## config.mk

```make
export PLATFORM = sky130hd
export DESIGN_NAME = osd_regs
export DESIGN_NICKNAME = d
export VERILOG_FILES = /design/src/rtl/osd_pwr_seq.v /design/src/rtl/osd_regs.v
export VERILOG_INCLUDE_DIRS = /design/src /design/src/pkg
export SDC_FILE = /design/constraint.sdc
export NUM_CORES = 1
export LEC_CHECK = 0
export BUFFER_PORTS_ARGS = -buffer_cell sky130_fd_sc_hd__buf_4
export CAP_MARGIN = 20
export CELL_PAD_IN_SITES_DETAIL_PLACEMENT = 0
export CELL_PAD_IN_SITES_GLOBAL_PLACEMENT = 2
export CORE_ASPECT_RATIO = 1.2
export CORE_UTILIZATION = 35
export CTS_CLUSTER_SIZE = 8
export DETAILED_ROUTE_END_ITERATION = 6
export PLACE_DENSITY_LB_ADDON = 0.05
export SLEW_MARGIN = 20
export SYNTH_ARGS = -nofsm -noshare
export SYNTH_HDL_FRONTEND = slang
export SYNTH_SLANG_ARGS = --single-unit
```

## constraint.sdc

```tcl
create_clock -name CLOCK -period 6.4 [get_ports CLOCK]
set_input_delay 0.32 -clock CLOCK [delete_from_list [all_inputs] [get_ports CLOCK]]
set_output_delay 0.32 -clock CLOCK [all_outputs]
set_load 0.005 [all_outputs]
```

## src/pkg/osd_defines.vh

```
// Offsets, field positions, reset values and timing constants of the output driver bank
`ifndef OSD_DEFINES_VH
`define OSD_DEFINES_VH

`define OSD_ADDR_W 7
`define OSD_OFS_HP_DRV_CTRL 7'h26
`define OSD_OFS_RSVD_A 7'h27
`define OSD_OFS_OUT_STAGE_CTRL 7'h28
`define OSD_OFS_DAC_ROUTE_CTRL 7'h29
`define OSD_OFS_DRV_PON_TIMING 7'h2a

`define OSD_HP_RCOM_MSB 5
`define OSD_HP_RCOM_LSB 3
`define OSD_HP_SCP_EN 2
`define OSD_HP_SCP_MODE 1
`define OSD_OS_CM_MSB 7
`define OSD_OS_CM_LSB 6
`define OSD_OS_RSVD_MSB 5
`define OSD_OS_RSVD_LSB 2
`define OSD_OS_SS_MSB 1
`define OSD_OS_SS_LSB 0
`define OSD_RT_L_MSB 7
`define OSD_RT_L_LSB 6
`define OSD_RT_R_MSB 5
`define OSD_RT_R_LSB 4
`define OSD_RT_RSVD_MSB 3
`define OSD_RT_RSVD_LSB 2
`define OSD_RT_LINK_MSB 1
`define OSD_RT_LINK_LSB 0
`define OSD_PT_DLY_MSB 7
`define OSD_PT_DLY_LSB 4
`define OSD_PT_STEP_MSB 3
`define OSD_PT_STEP_LSB 2
`define OSD_PT_WEAK_CM 1
`define OSD_PT_RSVD0 0

`define OSD_RST_FIELD1 1'h0
`define OSD_RST_FIELD2 2'h0
`define OSD_RST_FIELD3 3'h0
`define OSD_RST_FIELD4 4'h0
`define OSD_RST_BYTE 8'h00

`define OSD_SS_ONE_FS 2'h0
`define OSD_SS_TWO_FS 2'h1
`define OSD_SS_OFF 2'h2
`define OSD_LINK_L_FOLLOWS_R 2'h1
`define OSD_LINK_R_FOLLOWS_L 2'h2

`define OSD_CLK_MHZ 250
`define OSD_T_D1_US 10
`define OSD_T_D2_US 100
`define OSD_T_D3_MS 1
`define OSD_T_D4_MS 10
`define OSD_T_D5_MS 50
`define OSD_T_D7_MS 200
`define OSD_T_D8_MS 400
`define OSD_T_D9_MS 800
`define OSD_T_D10_S 2
`define OSD_T_D11_S 4
`define OSD_T_S1_MS 1
`define OSD_T_S2_MS 2
`define OSD_T_S3_MS 4
`define OSD_CYC_PER_MS (`OSD_CLK_MHZ * 1000)
`define OSD_CYC_PER_S (`OSD_CLK_MHZ * 1000000)
`define OSD_MS_PER_S 1000
`define OSD_RAMP_STEPS 3'h7

`endif

```

## src/rtl/osd_pwr_seq.v

```verilog
// Driver power-on sequencer: delay wait, then stepped ramp
`timescale 1ns/10ps
`default_nettype none
`include "osd_defines.vh"

module osd_pwr_seq #(
    parameter [31:0] D3 = 32'd250000,
    parameter [31:0] D4 = 32'd2500000,
    parameter [31:0] D5 = 32'd12500000,
    parameter [31:0] D7 = 32'd50000000,
    parameter [31:0] D8 = 32'd100000000,
    parameter [31:0] D9 = 32'd200000000,
    parameter [31:0] D10 = 32'd500000000,
    parameter [31:0] D11 = 32'd1000000000,
    parameter [31:0] S1 = 32'd250000,
    parameter [31:0] S2 = 32'd500000,
    parameter [31:0] S3 = 32'd1000000
) (
    input wire clock,
    input wire reset,
    input wire pwr_req,
    input wire [3:0] dly_code,
    input wire [1:0] step_code,
    output reg [2:0] ramp_level_r,
    output reg ready_r
);
    localparam [1:0] ST_IDLE = 2'h0;
    localparam [1:0] ST_DELAY = 2'h1;
    localparam [1:0] ST_RAMP = 2'h2;
    localparam [1:0] ST_ON = 2'h3;
    localparam [31:0] D1 = `OSD_T_D1_US * `OSD_CLK_MHZ;
    localparam [31:0] D2 = `OSD_T_D2_US * `OSD_CLK_MHZ;

    reg [1:0] state_r;
    reg [31:0] cnt_r;
    reg [31:0] dly_cyc;
    reg [31:0] step_cyc;

    // Reserved codes fall back to no delay
    always @*
    begin
        case (dly_code)
            4'h1: dly_cyc = D1;
            4'h2: dly_cyc = D2;
            4'h3: dly_cyc = D3;
            4'h4: dly_cyc = D4;
            4'h5: dly_cyc = D5;
            4'h6: dly_cyc = D5;
            4'h7: dly_cyc = D7;
            4'h8: dly_cyc = D8;
            4'h9: dly_cyc = D9;
            4'ha: dly_cyc = D10;
            4'hb: dly_cyc = D11;
            default: dly_cyc = 32'h0;
        endcase
        case (step_code)
            2'h1: step_cyc = S1;
            2'h2: step_cyc = S2;
            2'h3: step_cyc = S3;
            default: step_cyc = 32'h0;
        endcase
    end

    always @(posedge clock)
    begin
        if (reset || !pwr_req)
        begin
            state_r <= ST_IDLE;
            cnt_r <= 32'h0;
            ramp_level_r <= 3'h0;
            ready_r <= 1'b0;
        end
        else
        begin
            case (state_r)
                ST_IDLE:
                begin
                    state_r <= ST_DELAY;
                    cnt_r <= dly_cyc;
                end
                ST_DELAY:
                begin
                    if (cnt_r == 32'h0)
                    begin
                        state_r <= ST_RAMP;
                        cnt_r <= step_cyc;
                    end
                    else
                        cnt_r <= cnt_r - 32'h1;
                end
                ST_RAMP:
                begin
                    if (cnt_r == 32'h0)
                    begin
                        ramp_level_r <= ramp_level_r + 3'h1;
                        cnt_r <= step_cyc;
                        if (ramp_level_r == `OSD_RAMP_STEPS - 3'h1)
                        begin
                            state_r <= ST_ON;
                            ready_r <= 1'b1;
                        end
                    end
                    else
                        cnt_r <= cnt_r - 32'h1;
                end
                ST_ON:
                    state_r <= ST_ON;
                default:
                    state_r <= ST_IDLE;
            endcase
        end
    end
endmodule // osd_pwr_seq

`default_nettype wire

```

## src/rtl/osd_regs.v

```verilog
// Output driver control register bank with volume linking and soft-stepping
//
// What this block does
// - Three-bit field picks how the right common driver is configured, codes 000-100.
// - One bit enables short-circuit protection on all high-power drivers.
// - Protection mode: 0 limits load current, 1 powers driver down on short.
// - Two-bit common-mode level, ascending, 00 lowest to 11 highest.
// - Soft-stepping: one step per sample, per two samples, or immediate.
// - Left DAC routing picks path one, three or two; 11 reserved.
// - Right DAC routing picks path one, three or two; 11 reserved.
// - Volume linking: 01 left follows right, 10 right follows left, else independent.
// - Four-bit power-on delay code maps 0000-1011 to 0 up to 4 s.
// - Two-bit ramp step time is 0, 1, 2 or 4 ms.
// - Weak common-mode source: 0 supply divider, 1 band-gap.
// - Digital volume is seven-bit attenuation plus mute; linking copies the code.
`timescale 1ns/10ps
`default_nettype none
`include "osd_defines.vh"

module osd_regs #(
    parameter [31:0] CYC_PER_MS = `OSD_CYC_PER_MS,
    parameter [31:0] DLY_1MS = `OSD_T_D3_MS * CYC_PER_MS,
    parameter [31:0] DLY_10MS = `OSD_T_D4_MS * CYC_PER_MS,
    parameter [31:0] DLY_50MS = `OSD_T_D5_MS * CYC_PER_MS,
    parameter [31:0] DLY_200MS = `OSD_T_D7_MS * CYC_PER_MS,
    parameter [31:0] DLY_400MS = `OSD_T_D8_MS * CYC_PER_MS,
    parameter [31:0] DLY_800MS = `OSD_T_D9_MS * CYC_PER_MS,
    parameter [31:0] DLY_2S = `OSD_T_D10_S * `OSD_MS_PER_S * CYC_PER_MS,
    parameter [31:0] DLY_4S = `OSD_T_D11_S * `OSD_MS_PER_S * CYC_PER_MS,
    parameter [31:0] STEP_1MS = `OSD_T_S1_MS * CYC_PER_MS,
    parameter [31:0] STEP_2MS = `OSD_T_S2_MS * CYC_PER_MS,
    parameter [31:0] STEP_4MS = `OSD_T_S3_MS * CYC_PER_MS
) (
    input wire CLOCK,
    input wire RESET,
    input wire [6:0] REG_ADDR,
    input wire REG_WR,
    input wire [7:0] REG_WDATA,
    input wire REG_RD,
    output reg [7:0] REG_RDATA,
    input wire SAMPLE_TICK,
    input wire [7:0] LEFT_VOL_REG,
    input wire [7:0] RIGHT_VOL_REG,
    input wire DRV_PWR_REQ,
    output reg [2:0] RIGHT_COMMON_DRIVER_CFG,
    output reg SC_PROT_EN,
    output reg SC_PROT_PDN_MODE,
    output reg [1:0] COMMON_MODE_LEVEL_SEL,
    output reg [1:0] SOFT_STEP_SEL,
    output reg [1:0] LEFT_DAC_ROUTE,
    output reg [1:0] RIGHT_DAC_ROUTE,
    output reg WEAK_CM_BANDGAP,
    output reg [6:0] LEFT_VOL_APPLIED,
    output reg LEFT_MUTE,
    output reg [6:0] RIGHT_VOL_APPLIED,
    output reg RIGHT_MUTE,
    output wire [2:0] DRV_RAMP_LEVEL,
    output wire DRV_READY
);
    reg [2:0] rcom_r;
    reg scp_en_r;
    reg scp_mode_r;
    reg [1:0] cm_r;
    reg [3:0] os_rsvd_r;
    reg [1:0] ss_r;
    reg [1:0] route_l_r;
    reg [1:0] route_r_r;
    reg [1:0] rt_rsvd_r;
    reg [1:0] link_r;
    reg [3:0] dly_r;
    reg [1:0] step_r;
    reg weak_cm_r;
    reg pt_rsvd_r;
    reg half_r;
    reg [7:0] rdata_nxt;
    reg [7:0] vol_tgt_l;
    reg [7:0] vol_tgt_r;
    wire step_ok;

    wire wr_hp = REG_WR && (REG_ADDR == `OSD_OFS_HP_DRV_CTRL);
    wire wr_os = REG_WR && (REG_ADDR == `OSD_OFS_OUT_STAGE_CTRL);
    wire wr_rt = REG_WR && (REG_ADDR == `OSD_OFS_DAC_ROUTE_CTRL);
    wire wr_pt = REG_WR && (REG_ADDR == `OSD_OFS_DRV_PON_TIMING);

    // Bits 7-6 and 0 of driver control are read-only zero, so not stored
    always @(posedge CLOCK)
    begin
        if (RESET)
        begin
            rcom_r <= `OSD_RST_FIELD3;
            scp_en_r <= `OSD_RST_FIELD1;
            scp_mode_r <= `OSD_RST_FIELD1;
            cm_r <= `OSD_RST_FIELD2;
            os_rsvd_r <= `OSD_RST_FIELD4;
            ss_r <= `OSD_RST_FIELD2;
            route_l_r <= `OSD_RST_FIELD2;
            route_r_r <= `OSD_RST_FIELD2;
            rt_rsvd_r <= `OSD_RST_FIELD2;
            link_r <= `OSD_RST_FIELD2;
            dly_r <= `OSD_RST_FIELD4;
            step_r <= `OSD_RST_FIELD2;
            weak_cm_r <= `OSD_RST_FIELD1;
            pt_rsvd_r <= `OSD_RST_FIELD1;
        end
        else
        begin
            if (wr_hp)
            begin
                rcom_r <= REG_WDATA[`OSD_HP_RCOM_MSB:`OSD_HP_RCOM_LSB];
                scp_en_r <= REG_WDATA[`OSD_HP_SCP_EN];
                scp_mode_r <= REG_WDATA[`OSD_HP_SCP_MODE];
            end
            if (wr_os)
            begin
                cm_r <= REG_WDATA[`OSD_OS_CM_MSB:`OSD_OS_CM_LSB];
                os_rsvd_r <= REG_WDATA[`OSD_OS_RSVD_MSB:`OSD_OS_RSVD_LSB];
                ss_r <= REG_WDATA[`OSD_OS_SS_MSB:`OSD_OS_SS_LSB];
            end
            if (wr_rt)
            begin
                route_l_r <= REG_WDATA[`OSD_RT_L_MSB:`OSD_RT_L_LSB];
                route_r_r <= REG_WDATA[`OSD_RT_R_MSB:`OSD_RT_R_LSB];
                rt_rsvd_r <= REG_WDATA[`OSD_RT_RSVD_MSB:`OSD_RT_RSVD_LSB];
                link_r <= REG_WDATA[`OSD_RT_LINK_MSB:`OSD_RT_LINK_LSB];
            end
            if (wr_pt)
            begin
                dly_r <= REG_WDATA[`OSD_PT_DLY_MSB:`OSD_PT_DLY_LSB];
                step_r <= REG_WDATA[`OSD_PT_STEP_MSB:`OSD_PT_STEP_LSB];
                weak_cm_r <= REG_WDATA[`OSD_PT_WEAK_CM];
                pt_rsvd_r <= REG_WDATA[`OSD_PT_RSVD0];
            end
        end
    end

    // Reserved slot and unmapped addresses read zero; writes there are dropped
    always @*
    begin
        case (REG_ADDR)
            `OSD_OFS_HP_DRV_CTRL:
                rdata_nxt = {2'h0, rcom_r, scp_en_r, scp_mode_r, 1'b0};
            `OSD_OFS_RSVD_A:
                rdata_nxt = `OSD_RST_BYTE;
            `OSD_OFS_OUT_STAGE_CTRL:
                rdata_nxt = {cm_r, os_rsvd_r, ss_r};
            `OSD_OFS_DAC_ROUTE_CTRL:
                rdata_nxt = {route_l_r, route_r_r, rt_rsvd_r, link_r};
            `OSD_OFS_DRV_PON_TIMING:
                rdata_nxt = {dly_r, step_r, weak_cm_r, pt_rsvd_r};
            default:
                rdata_nxt = `OSD_RST_BYTE;
        endcase
    end

    always @(posedge CLOCK)
    begin
        if (RESET)
            REG_RDATA <= `OSD_RST_BYTE;
        else if (REG_RD)
            REG_RDATA <= rdata_nxt;
    end

    // Registered copies of the analog control fields
    always @(posedge CLOCK)
    begin
        if (RESET)
        begin
            RIGHT_COMMON_DRIVER_CFG <= `OSD_RST_FIELD3;
            SC_PROT_EN <= `OSD_RST_FIELD1;
            SC_PROT_PDN_MODE <= `OSD_RST_FIELD1;
            COMMON_MODE_LEVEL_SEL <= `OSD_RST_FIELD2;
            SOFT_STEP_SEL <= `OSD_RST_FIELD2;
            LEFT_DAC_ROUTE <= `OSD_RST_FIELD2;
            RIGHT_DAC_ROUTE <= `OSD_RST_FIELD2;
            WEAK_CM_BANDGAP <= `OSD_RST_FIELD1;
        end
        else
        begin
            RIGHT_COMMON_DRIVER_CFG <= rcom_r;
            SC_PROT_EN <= scp_en_r;
            // Mode only matters while protection is on
            SC_PROT_PDN_MODE <= scp_en_r & scp_mode_r;
            COMMON_MODE_LEVEL_SEL <= cm_r;
            SOFT_STEP_SEL <= ss_r;
            LEFT_DAC_ROUTE <= route_l_r;
            RIGHT_DAC_ROUTE <= route_r_r;
            WEAK_CM_BANDGAP <= weak_cm_r;
        end
    end

    // Linked channel takes the other's attenuation code and mute
    always @*
    begin
        vol_tgt_l = LEFT_VOL_REG;
        vol_tgt_r = RIGHT_VOL_REG;
        if (link_r == `OSD_LINK_L_FOLLOWS_R)
            vol_tgt_l = RIGHT_VOL_REG;
        else if (link_r == `OSD_LINK_R_FOLLOWS_L)
            vol_tgt_r = LEFT_VOL_REG;
    end

    // Every other sample tick, for the two-sample stepping rate
    always @(posedge CLOCK)
    begin
        if (RESET)
            half_r <= 1'b0;
        else if (SAMPLE_TICK)
            half_r <= ~half_r;
    end

    assign step_ok = SAMPLE_TICK && ((ss_r == `OSD_SS_ONE_FS) ||
                     ((ss_r == `OSD_SS_TWO_FS) && half_r));

    // Mute passes at once; attenuation walks one half-dB code per step
    always @(posedge CLOCK)
    begin
        if (RESET)
        begin
            LEFT_VOL_APPLIED <= 7'h00;
            RIGHT_VOL_APPLIED <= 7'h00;
            LEFT_MUTE <= 1'b1;
            RIGHT_MUTE <= 1'b1;
        end
        else
        begin
            LEFT_MUTE <= vol_tgt_l[7];
            RIGHT_MUTE <= vol_tgt_r[7];
            if (ss_r == `OSD_SS_OFF)
                LEFT_VOL_APPLIED <= vol_tgt_l[6:0];
            else if (step_ok && (LEFT_VOL_APPLIED < vol_tgt_l[6:0]))
                LEFT_VOL_APPLIED <= LEFT_VOL_APPLIED + 7'h01;
            else if (step_ok && (LEFT_VOL_APPLIED > vol_tgt_l[6:0]))
                LEFT_VOL_APPLIED <= LEFT_VOL_APPLIED - 7'h01;
            if (ss_r == `OSD_SS_OFF)
                RIGHT_VOL_APPLIED <= vol_tgt_r[6:0];
            else if (step_ok && (RIGHT_VOL_APPLIED < vol_tgt_r[6:0]))
                RIGHT_VOL_APPLIED <= RIGHT_VOL_APPLIED + 7'h01;
            else if (step_ok && (RIGHT_VOL_APPLIED > vol_tgt_r[6:0]))
                RIGHT_VOL_APPLIED <= RIGHT_VOL_APPLIED - 7'h01;
        end
    end

    // Long counts are parameters so simulation can shrink them
    osd_pwr_seq #(
        .D3(DLY_1MS),
        .D4(DLY_10MS),
        .D5(DLY_50MS),
        .D7(DLY_200MS),
        .D8(DLY_400MS),
        .D9(DLY_800MS),
        .D10(DLY_2S),
        .D11(DLY_4S),
        .S1(STEP_1MS),
        .S2(STEP_2MS),
        .S3(STEP_4MS)
    ) u_seq (
        .clock(CLOCK),
        .reset(RESET),
        .pwr_req(DRV_PWR_REQ),
        .dly_code(dly_r),
        .step_code(step_r),
        .ramp_level_r(DRV_RAMP_LEVEL),
        .ready_r(DRV_READY)
    );
endmodule // osd_regs

`default_nettype wire

```

==> results.txt, run 1 <==
Post-Synthesis Cells: 855
Fin Hold WS: 138.2 ps
Vias in the first global route: 6350
# rows: 56
Fraction of layout cells with a size suffix above 1: 15.06%
Kind of critical path: flip-flop to flip-flop
Syn Nets: 934
Max-slew violations: 0
Final setup violating endpoints: 0
Post-route DRC: 0
Hpwl dp: 15.32 mm
Synth Flop Type: dfxtp_1
Xor and xnor fraction of the mapped netlist area: 2.608%
Initial Utilization: 35.95%
Final wirelength: 21.17 mm
Simple-gate share of the synthesized area: 23.61%
Hold Vio Cnt, Final: 0
Main combinational cell family by area after synthesis: simple AND/OR/NAND/NOR gates
Setup TNS: 0 ps
Max clock buf depth: 2
P&R area growth vs syn: 19.67%
Synth Warn #: 0
Hold Buf Count CTS: 0
Post-CTS sizing: 0
WP data arrival: 4610 ps
Antenna violations before repair: 0
Reg clk slew, reported paths: 60 ps
Compound-Gate Fraction of Synth Area: 19.12%
Multi-input gate area: 4091 um^2
Flop-to-flop setup slack: 2140 ps
Die Y: 157.5 um
Die area: 20730 um^2
HP Class: input pin to flip-flop
Pin count of the biggest net entering global routing: 74
RSZ-0062 raised after global routing: false
Depth of the CTS H-tree: 4
Total CTS buffers: 17
Register area: 2663 um^2
Final period util: 66.55%
Data required time of the worst path: 6750 ps
Async set-reset flop share out of synthesis: 0%
Root buf cell: clkbuf_16
Status: complete, no violations
Least-Margin Pin Slew: 1102 ps
Post-synthesis sequential area ratio: 37.75%
Fin Clk Skew: 11.32 ps
DR pass1 iterations: 6
Vias: 6456
FMAX: 234.8 MHz
Number of synthesized register bits: 133
Nets: 989
Cell variety after synth: 69
Gr usage total: 20.77%
Initial DRC count: 336
Via density: 5.453
Post-synth EDFFs: 0
Worst-Skew Late Latency: 430 ps
CP Launch Type: flip-flop
Worst Path Max Fanout: 11
Core area: 19620 um^2
Mux share of post-synthesis cell area: 4.719%
Post-CTS setup buffers: 0
CTS tree: done
Gr ovfl total: 0
DR WL/cell: 17.88 um
WHS Path Cells: 2
Netlist Area Pre-Place: 7053 um^2
I/O pin count: 79
Mapped Avg Cell Area: 8.249 um^2
Post-DRT Antenna Nets: 0
Worst R2R Path Depth: 13
GPL Wtd Cong: 0.8325
Die W: 131.6 um
CP endpoint kind: flip-flop
CTS Sinks: 133
Fillers: 2031
PortBufs: 78
First-pass GRT wire length: 33.60 mm
Max Cap Viol: 0
Slew headroom: 25.98%
Post-Synth Adder-Cell Area: 7.664%
Final min period: 4259 ps
ANT cells: 0
[sequential cells by signal, summed over array words and instances (netlist names), 3 cells and up]
register                 count
u_seq.cnt_r                 32
u_seq.dly_cyc               27
REG_RDATA                    8
LEFT_VOL_APPLIED             7
RIGHT_VOL_APPLIED            7
dly_r                        4
os_rsvd_r                    4
RIGHT_COMMON_DRIVER_CFG      3
rcom_r                       3
u_seq.ramp_level_r           3
[cell type report]
type	count	share of cell area [%]
multi-input cells	643	48.47
flip-flops and latches	133	31.54
repair buffers	86	7.649
clock buffers	18	5.203
well taps	261	3.869
clock inverters	14	1.972
inverters	29	1.290
[critical path: stages, from the launching register on]
cell,delay [ps]
dfxtp_1,350
nor2b_1,710
mux2i_1,340
ha_1,300
a21oi_1,160
a21oi_1,80
or4_1,690
fa_1,510
a211oi_1,280
o21bai_1,110
a21oi_1,260
or2_2,160
a21oi_1,60
nor3_1,170
[synth_stat cells, types with 3 or more instances]
cell        n  area [um^2]
nand2_1    78        292.8
xor2_1     10        87.58
inv_1      27        101.4
nand2b_1   11        68.82
a22oi_1    15        112.6
o21ai_0    40        200.2
xnor2_1    11        96.34
or4_1       5        37.54
nand4_1    10        62.56
dfxtp_1   133         2663
nor4_1      6        37.54
o21bai_1    4        30.03
a21oi_1    79        395.4
nand3_1    39        195.2
mux2i_1    31        310.3
nor2_1     72        270.3
nor4b_1     3        26.28
o31ai_1     3        22.52
nor3b_1     5        37.54
o211ai_1    9        67.56
or2_2       4        25.02
nor2b_1    27        168.9
and3_1      5        31.28
a31oi_1     9        56.30
or3_1       9        56.30
nor3_1     34        170.2
a21o_1      4        30.03
o221ai_1    4        35.03
a211oi_1   14        105.1
ha_1       40        500.5
o22ai_1    16        100.1
and2_1      3        18.77
nand3b_1    4        30.03
clkbuf_1   42        157.7
[final timing paths]
kind,startpoint,end
hold / removal,LEFT_VOL_REG[7],LEFT_MUTE$_SDFF_PP1_
hold reg to reg,os_rsvd_r[2]$_SDFFE_PP0P_,os_rsvd_r[2]$_SDFFE_PP0P_
setup reg to reg,link_r[1]$_SDFFE_PP0P_,RIGHT_VOL_APPLIED[6]$_SDFFE_PP0P_
setup / recovery,link_r[1]$_SDFFE_PP0P_,RIGHT_VOL_APPLIED[6]$_SDFFE_PP0P_
[cells in the final DEF, fill, tap and decap left out, types with 3 or more instances in the layout]
| cell | synthesis | final |
|---|---|---|
| dfxtp_1 | 133 | 133 |
| buf_4 | 1 | 86 |
| a21oi_1 | 79 | 79 |
| nand2_1 | 78 | 78 |
| nor2_1 | 72 | 72 |
| o21ai_0 | 40 | 40 |
| ha_1 | 40 | 40 |
| nand3_1 | 39 | 39 |
| nor3_1 | 34 | 34 |
| mux2i_1 | 31 | 31 |
| inv_1 | 27 | 27 |
| nor2b_1 | 27 | 27 |
| clkbuf_16 | 0 | 17 |
| o22ai_1 | 16 | 16 |
| a22oi_1 | 15 | 15 |
| a211oi_1 | 14 | 14 |
| xnor2_1 | 11 | 11 |
| nand2b_1 | 11 | 10 |
| nand4_1 | 10 | 10 |
| xor2_1 | 10 | 10 |
| or3_1 | 9 | 9 |
| o211ai_1 | 9 | 9 |
| a31oi_1 | 9 | 9 |
| or4_1 | 5 | 5 |
| nor3b_1 | 5 | 5 |
| nor4_1 | 6 | 5 |
| and3_1 | 5 | 5 |
| nand3b_1 | 4 | 4 |
| or2_2 | 4 | 4 |
| a21o_1 | 4 | 4 |
| o221ai_1 | 4 | 4 |
| o21bai_1 | 4 | 4 |
| nor4_2 | 2 | 3 |
| and2_1 | 3 | 3 |
| inv_8 | 0 | 3 |
| clkinv_4 | 0 | 3 |
| inv_6 | 0 | 3 |
[per-stage QoR]
stage               cells  cell area [um^2]  util (%)  setup WS [ps]
floorplan             855              7053         -           2731
global placement     1152              7828     39.90           2315
detailed placement   1152              7833     39.92           2146
CTS                  1184              8438     43.01           2120
global route         1184              8441     43.02           1745
finish               1184              8441     43.02           2141
[kinds of logic after synthesis]
family | Yosys count
multiplexers | 33
AO/OA/AOI/OAI | 219
flip-flops | 133
buffers and inverters | 79
XOR/XNOR | 21
adder cells (fa/ha/maj) | 42
AND/OR/NAND/NOR | 328
[metal layers]
| metal | GRT usage, % | vias up | share of wire, % |
|---|---|---|---|
| met3 | 3.768 | 29 | 3.0 |
| met1 | 24.46 | 3106 | 44 |
| met2 | 37.49 | 132 | 51 |
| li1 | - | 3189 | - |
| met5 | 0 | - | 0 |
| met4 | 7.641 | 0 | 1.7 |
Power of run 1 is left out: the tool's default activity adds up to more than one toggle a clock period on the data nets, which glitch-free logic cannot reach.
==> run 2: changes to the inputs <==
ABC_AREA = 1   (was default)
CORE_UTILIZATION = 33   (was 35)
clock period = 4.3 ns   (was 6.4 ns; I/O delays follow)
==> results.txt, run 2 <==
Status: complete, no violations
Gr ovfl total: 0
Post-synthesis sequential area ratio: 36.92%
Nets: 1170
Reg clk slew, reported paths: 70 ps
Die area: 22450 um^2
Data required time of the worst path: 4590 ps
Cell variety after synth: 47
Netlist Area Pre-Place: 7212 um^2
Root buf cell: clkbuf_16
PwrDens: 884.6 nW/um^2
Worst-Skew Late Latency: 440 ps
Die Y: 163.9 um
Internal power: 3841 uW
CP Launch Type: flip-flop
ANT cells: 0
Vias: 6534
Hold Vio Cnt, Final: 0
Placed cell areas: 8051 um^2
P&R area growth vs syn: 19.90%
Post-place setup slack: 873.4 ps
Register area: 2663 um^2
Fraction of layout cells with a size suffix above 1: 13.95%
Most frequent cell after synthesis: nand2_1
CTS Sinks: 133
Top-area cell type share of the netlist area: 36.92%
Mapped Avg Cell Area: 7.105 um^2
Die W: 137.0 um
Setup TNS: 0 ps
Synth Warn #: 0
Fillers: 2266
Largest cells by area after synthesis: dfxtp_1 (37%), nand2_1 (9.8%), inv_1 (7.4%)
Multi-input gate area: 3860 um^2
Initial DRC count: 271
Post-synth EDFFs: 0
Final period util: 80.04%
Vias in the first global route: 6435
Syn Nets: 1094
Kind of critical path: flip-flop to flip-flop
Final setup violating endpoints: 0
Most frequent cells in the layout: nand2_1 (189), inv_1 (143), dfxtp_1 (133)
Least-Margin Pin Slew: 837.2 ps
Max reg flops: 32
# rows: 58
Post-CTS setup buffers: 0
WP data arrival: 3730 ps
Lkg Pwr: 0.004108 uW
Hold Buf Count CTS: 0
Max Cap Viol: 0
Via density: 4.755
RSZ-0062 raised after global routing: false
Final min period: 3442 ps
Combinational power share: 59.1%
Commonest non-fill, non-tap cell in the layout: nand2_1
Fin Clk Skew: 18.19 ps
Initial Utilization: 34.03%
Depth of the CTS H-tree: 4
Clock power share: 19.6%
Hpwl dp: 16.10 mm
PortBufs: 78
Post-Synthesis Cells: 1015
Worst Path Max Fanout: 8
Slew headroom: 44.12%
Total CTS buffers: 17
Final wirelength: 21.27 mm
Max clock buf depth: 2
Final Non-Filler Cells: 1374
HP Class: input pin to flip-flop
Switching pwr: 3808 uW
Post-route DRC: 0
Gr usage total: 20.09%
WHS Path Cells: 3
CP endpoint kind: flip-flop
Worst setup margin: 858.1 ps
Async set-reset flop share out of synthesis: 0%
DR WL/cell: 15.48 um
Peak VDD IR: 0.6852 mV
FMAX: 290.5 MHz
Number of synthesized register bits: 133
Post-CTS sizing: 0
Final Instance Area: 8647 um^2
DR pass1 iterations: 4
GPL Wtd Cong: 0.7971
Synth area leader: dfxtp_1
First-pass GRT wire length: 34.29 mm
Worst R2R Path Depth: 18
Core area: 21190 um^2
CTS tree: done
Biggest register: u_seq.cnt_r
Placed Instances: 1342
Antenna violations before repair: 0
Sequential share of power: 21.3%
Post-DRT Antenna Nets: 0
Max-slew violations: 0
I/O pin count: 79
Sw Share: 49.78%
Synth Flop Type: dfxtp_1
Top cells by count, synth: nand2_1 (189), inv_1 (143), dfxtp_1 (133), nor2_1 (115), a21oi_1 (98)
Pin count of the biggest net entering global routing: 36
-- run 2: cell types whose count changed after synthesis, sizes merged, moves of 24 or more --
cell / change
mux2i: -28
clkbuf: -24
nor3: -28
nor2b: -27
inv: +122
nor2: +50
o21ai: +40
nand2: +119
-- run 2: cells by family (layout without fill, tap and decap cells) --
kind of cell             after synthesis  in the layout  share of synthesized area, %
buffers and inverters                177            266                         9.559
flip-flops                           133            133                         36.92
adder cells (fa/ha/maj)               42             42                         7.495
AO/OA/AOI/OAI                        228            228                         17.47
XOR/XNOR                              24             24                         2.915
AND/OR/NAND/NOR                      408            408                         25.23
multiplexers                           3              3                        0.4164
-- run 2: metrics by stage --
stage	hold WS, ps	utilization (%)	total power [uW]
3_3_place_gp	440.6	38.00	6305
5_1_grt	42.18	40.81	8421
4_1_cts	32.60	40.81	7766
3_5_place_dp	442.1	38.00	6236
6_report	42.39	40.81	7649
2_1_floorplan	328.2	-	5047
-- run 2: path summary, 6_finish.rpt --
| path | slack, ps | endpoint | startpoint |
|---|---|---|---|
| max | 860 | RIGHT_VOL_APPLIED[5]$_SDFFE_PP0P_ | link_r[0]$_SDFFE_PP0P_ |
| min | 40 | LEFT_MUTE$_SDFF_PP1_ | RIGHT_VOL_REG[7] |
| min reg2reg | 450 | os_rsvd_r[3]$_SDFFE_PP0P_ | os_rsvd_r[3]$_SDFFE_PP0P_ |
| max reg2reg | 860 | RIGHT_VOL_APPLIED[5]$_SDFFE_PP0P_ | link_r[0]$_SDFFE_PP0P_ |
-- run 2: critical path: stages (launching register included) --
cell and delay [ps]:
dfxtp_1 330, inv_1 60, nand2_1 230, inv_1 190, or2_2 300, o21a_1 130, inv_1 60, ha_1 240
a21oi_1 150, nand2_1 60, nand2_1 70, nand3_1 290, ha_1 480, a21o_1 230, nand2_1 60, nand3_1 80
xor2_1 140, o21bai_1 120, a21oi_1 70
-- run 2: layout make-up --
| type | instances | share of cell area, % |
|---|---|---|
| multi-input cells | 705 | 44.64 |
| flip-flops and latches | 133 | 30.79 |
| inverters | 152 | 6.656 |
| repair buffers | 82 | 7.119 |
| clock buffers | 18 | 5.079 |
| well taps | 270 | 3.907 |
| clock inverters | 14 | 1.809 |
-- run 2: routing by layer --
| metal | global-route usage (%) | part of all wire, % | vias up |
|---|---|---|---|
| met5 | 0 | 0 | - |
| met4 | 5.894 | 1.5 | 0 |
| met3 | 3.457 | 2.6 | 23 |
| met2 | 36.29 | 51 | 91 |
| met1 | 23.97 | 45 | 2956 |
| li1 | - | - | 3464 |
-- run 2: power groups by stage --
stage / Combinational, uW / Clock (uW) / Sequential [uW]
6_report: 4520 / 1500 / 1630
3_5_place_dp: 4570 / 0 / 1660
2_1_floorplan: 3450 / 0 / 1590
3_3_place_gp: 4640 / 0 / 1670
5_1_grt: 5170 / 1590 / 1660
4_1_cts: 4600 / 1530 / 1640
Power figures use the tool's default switching activity.
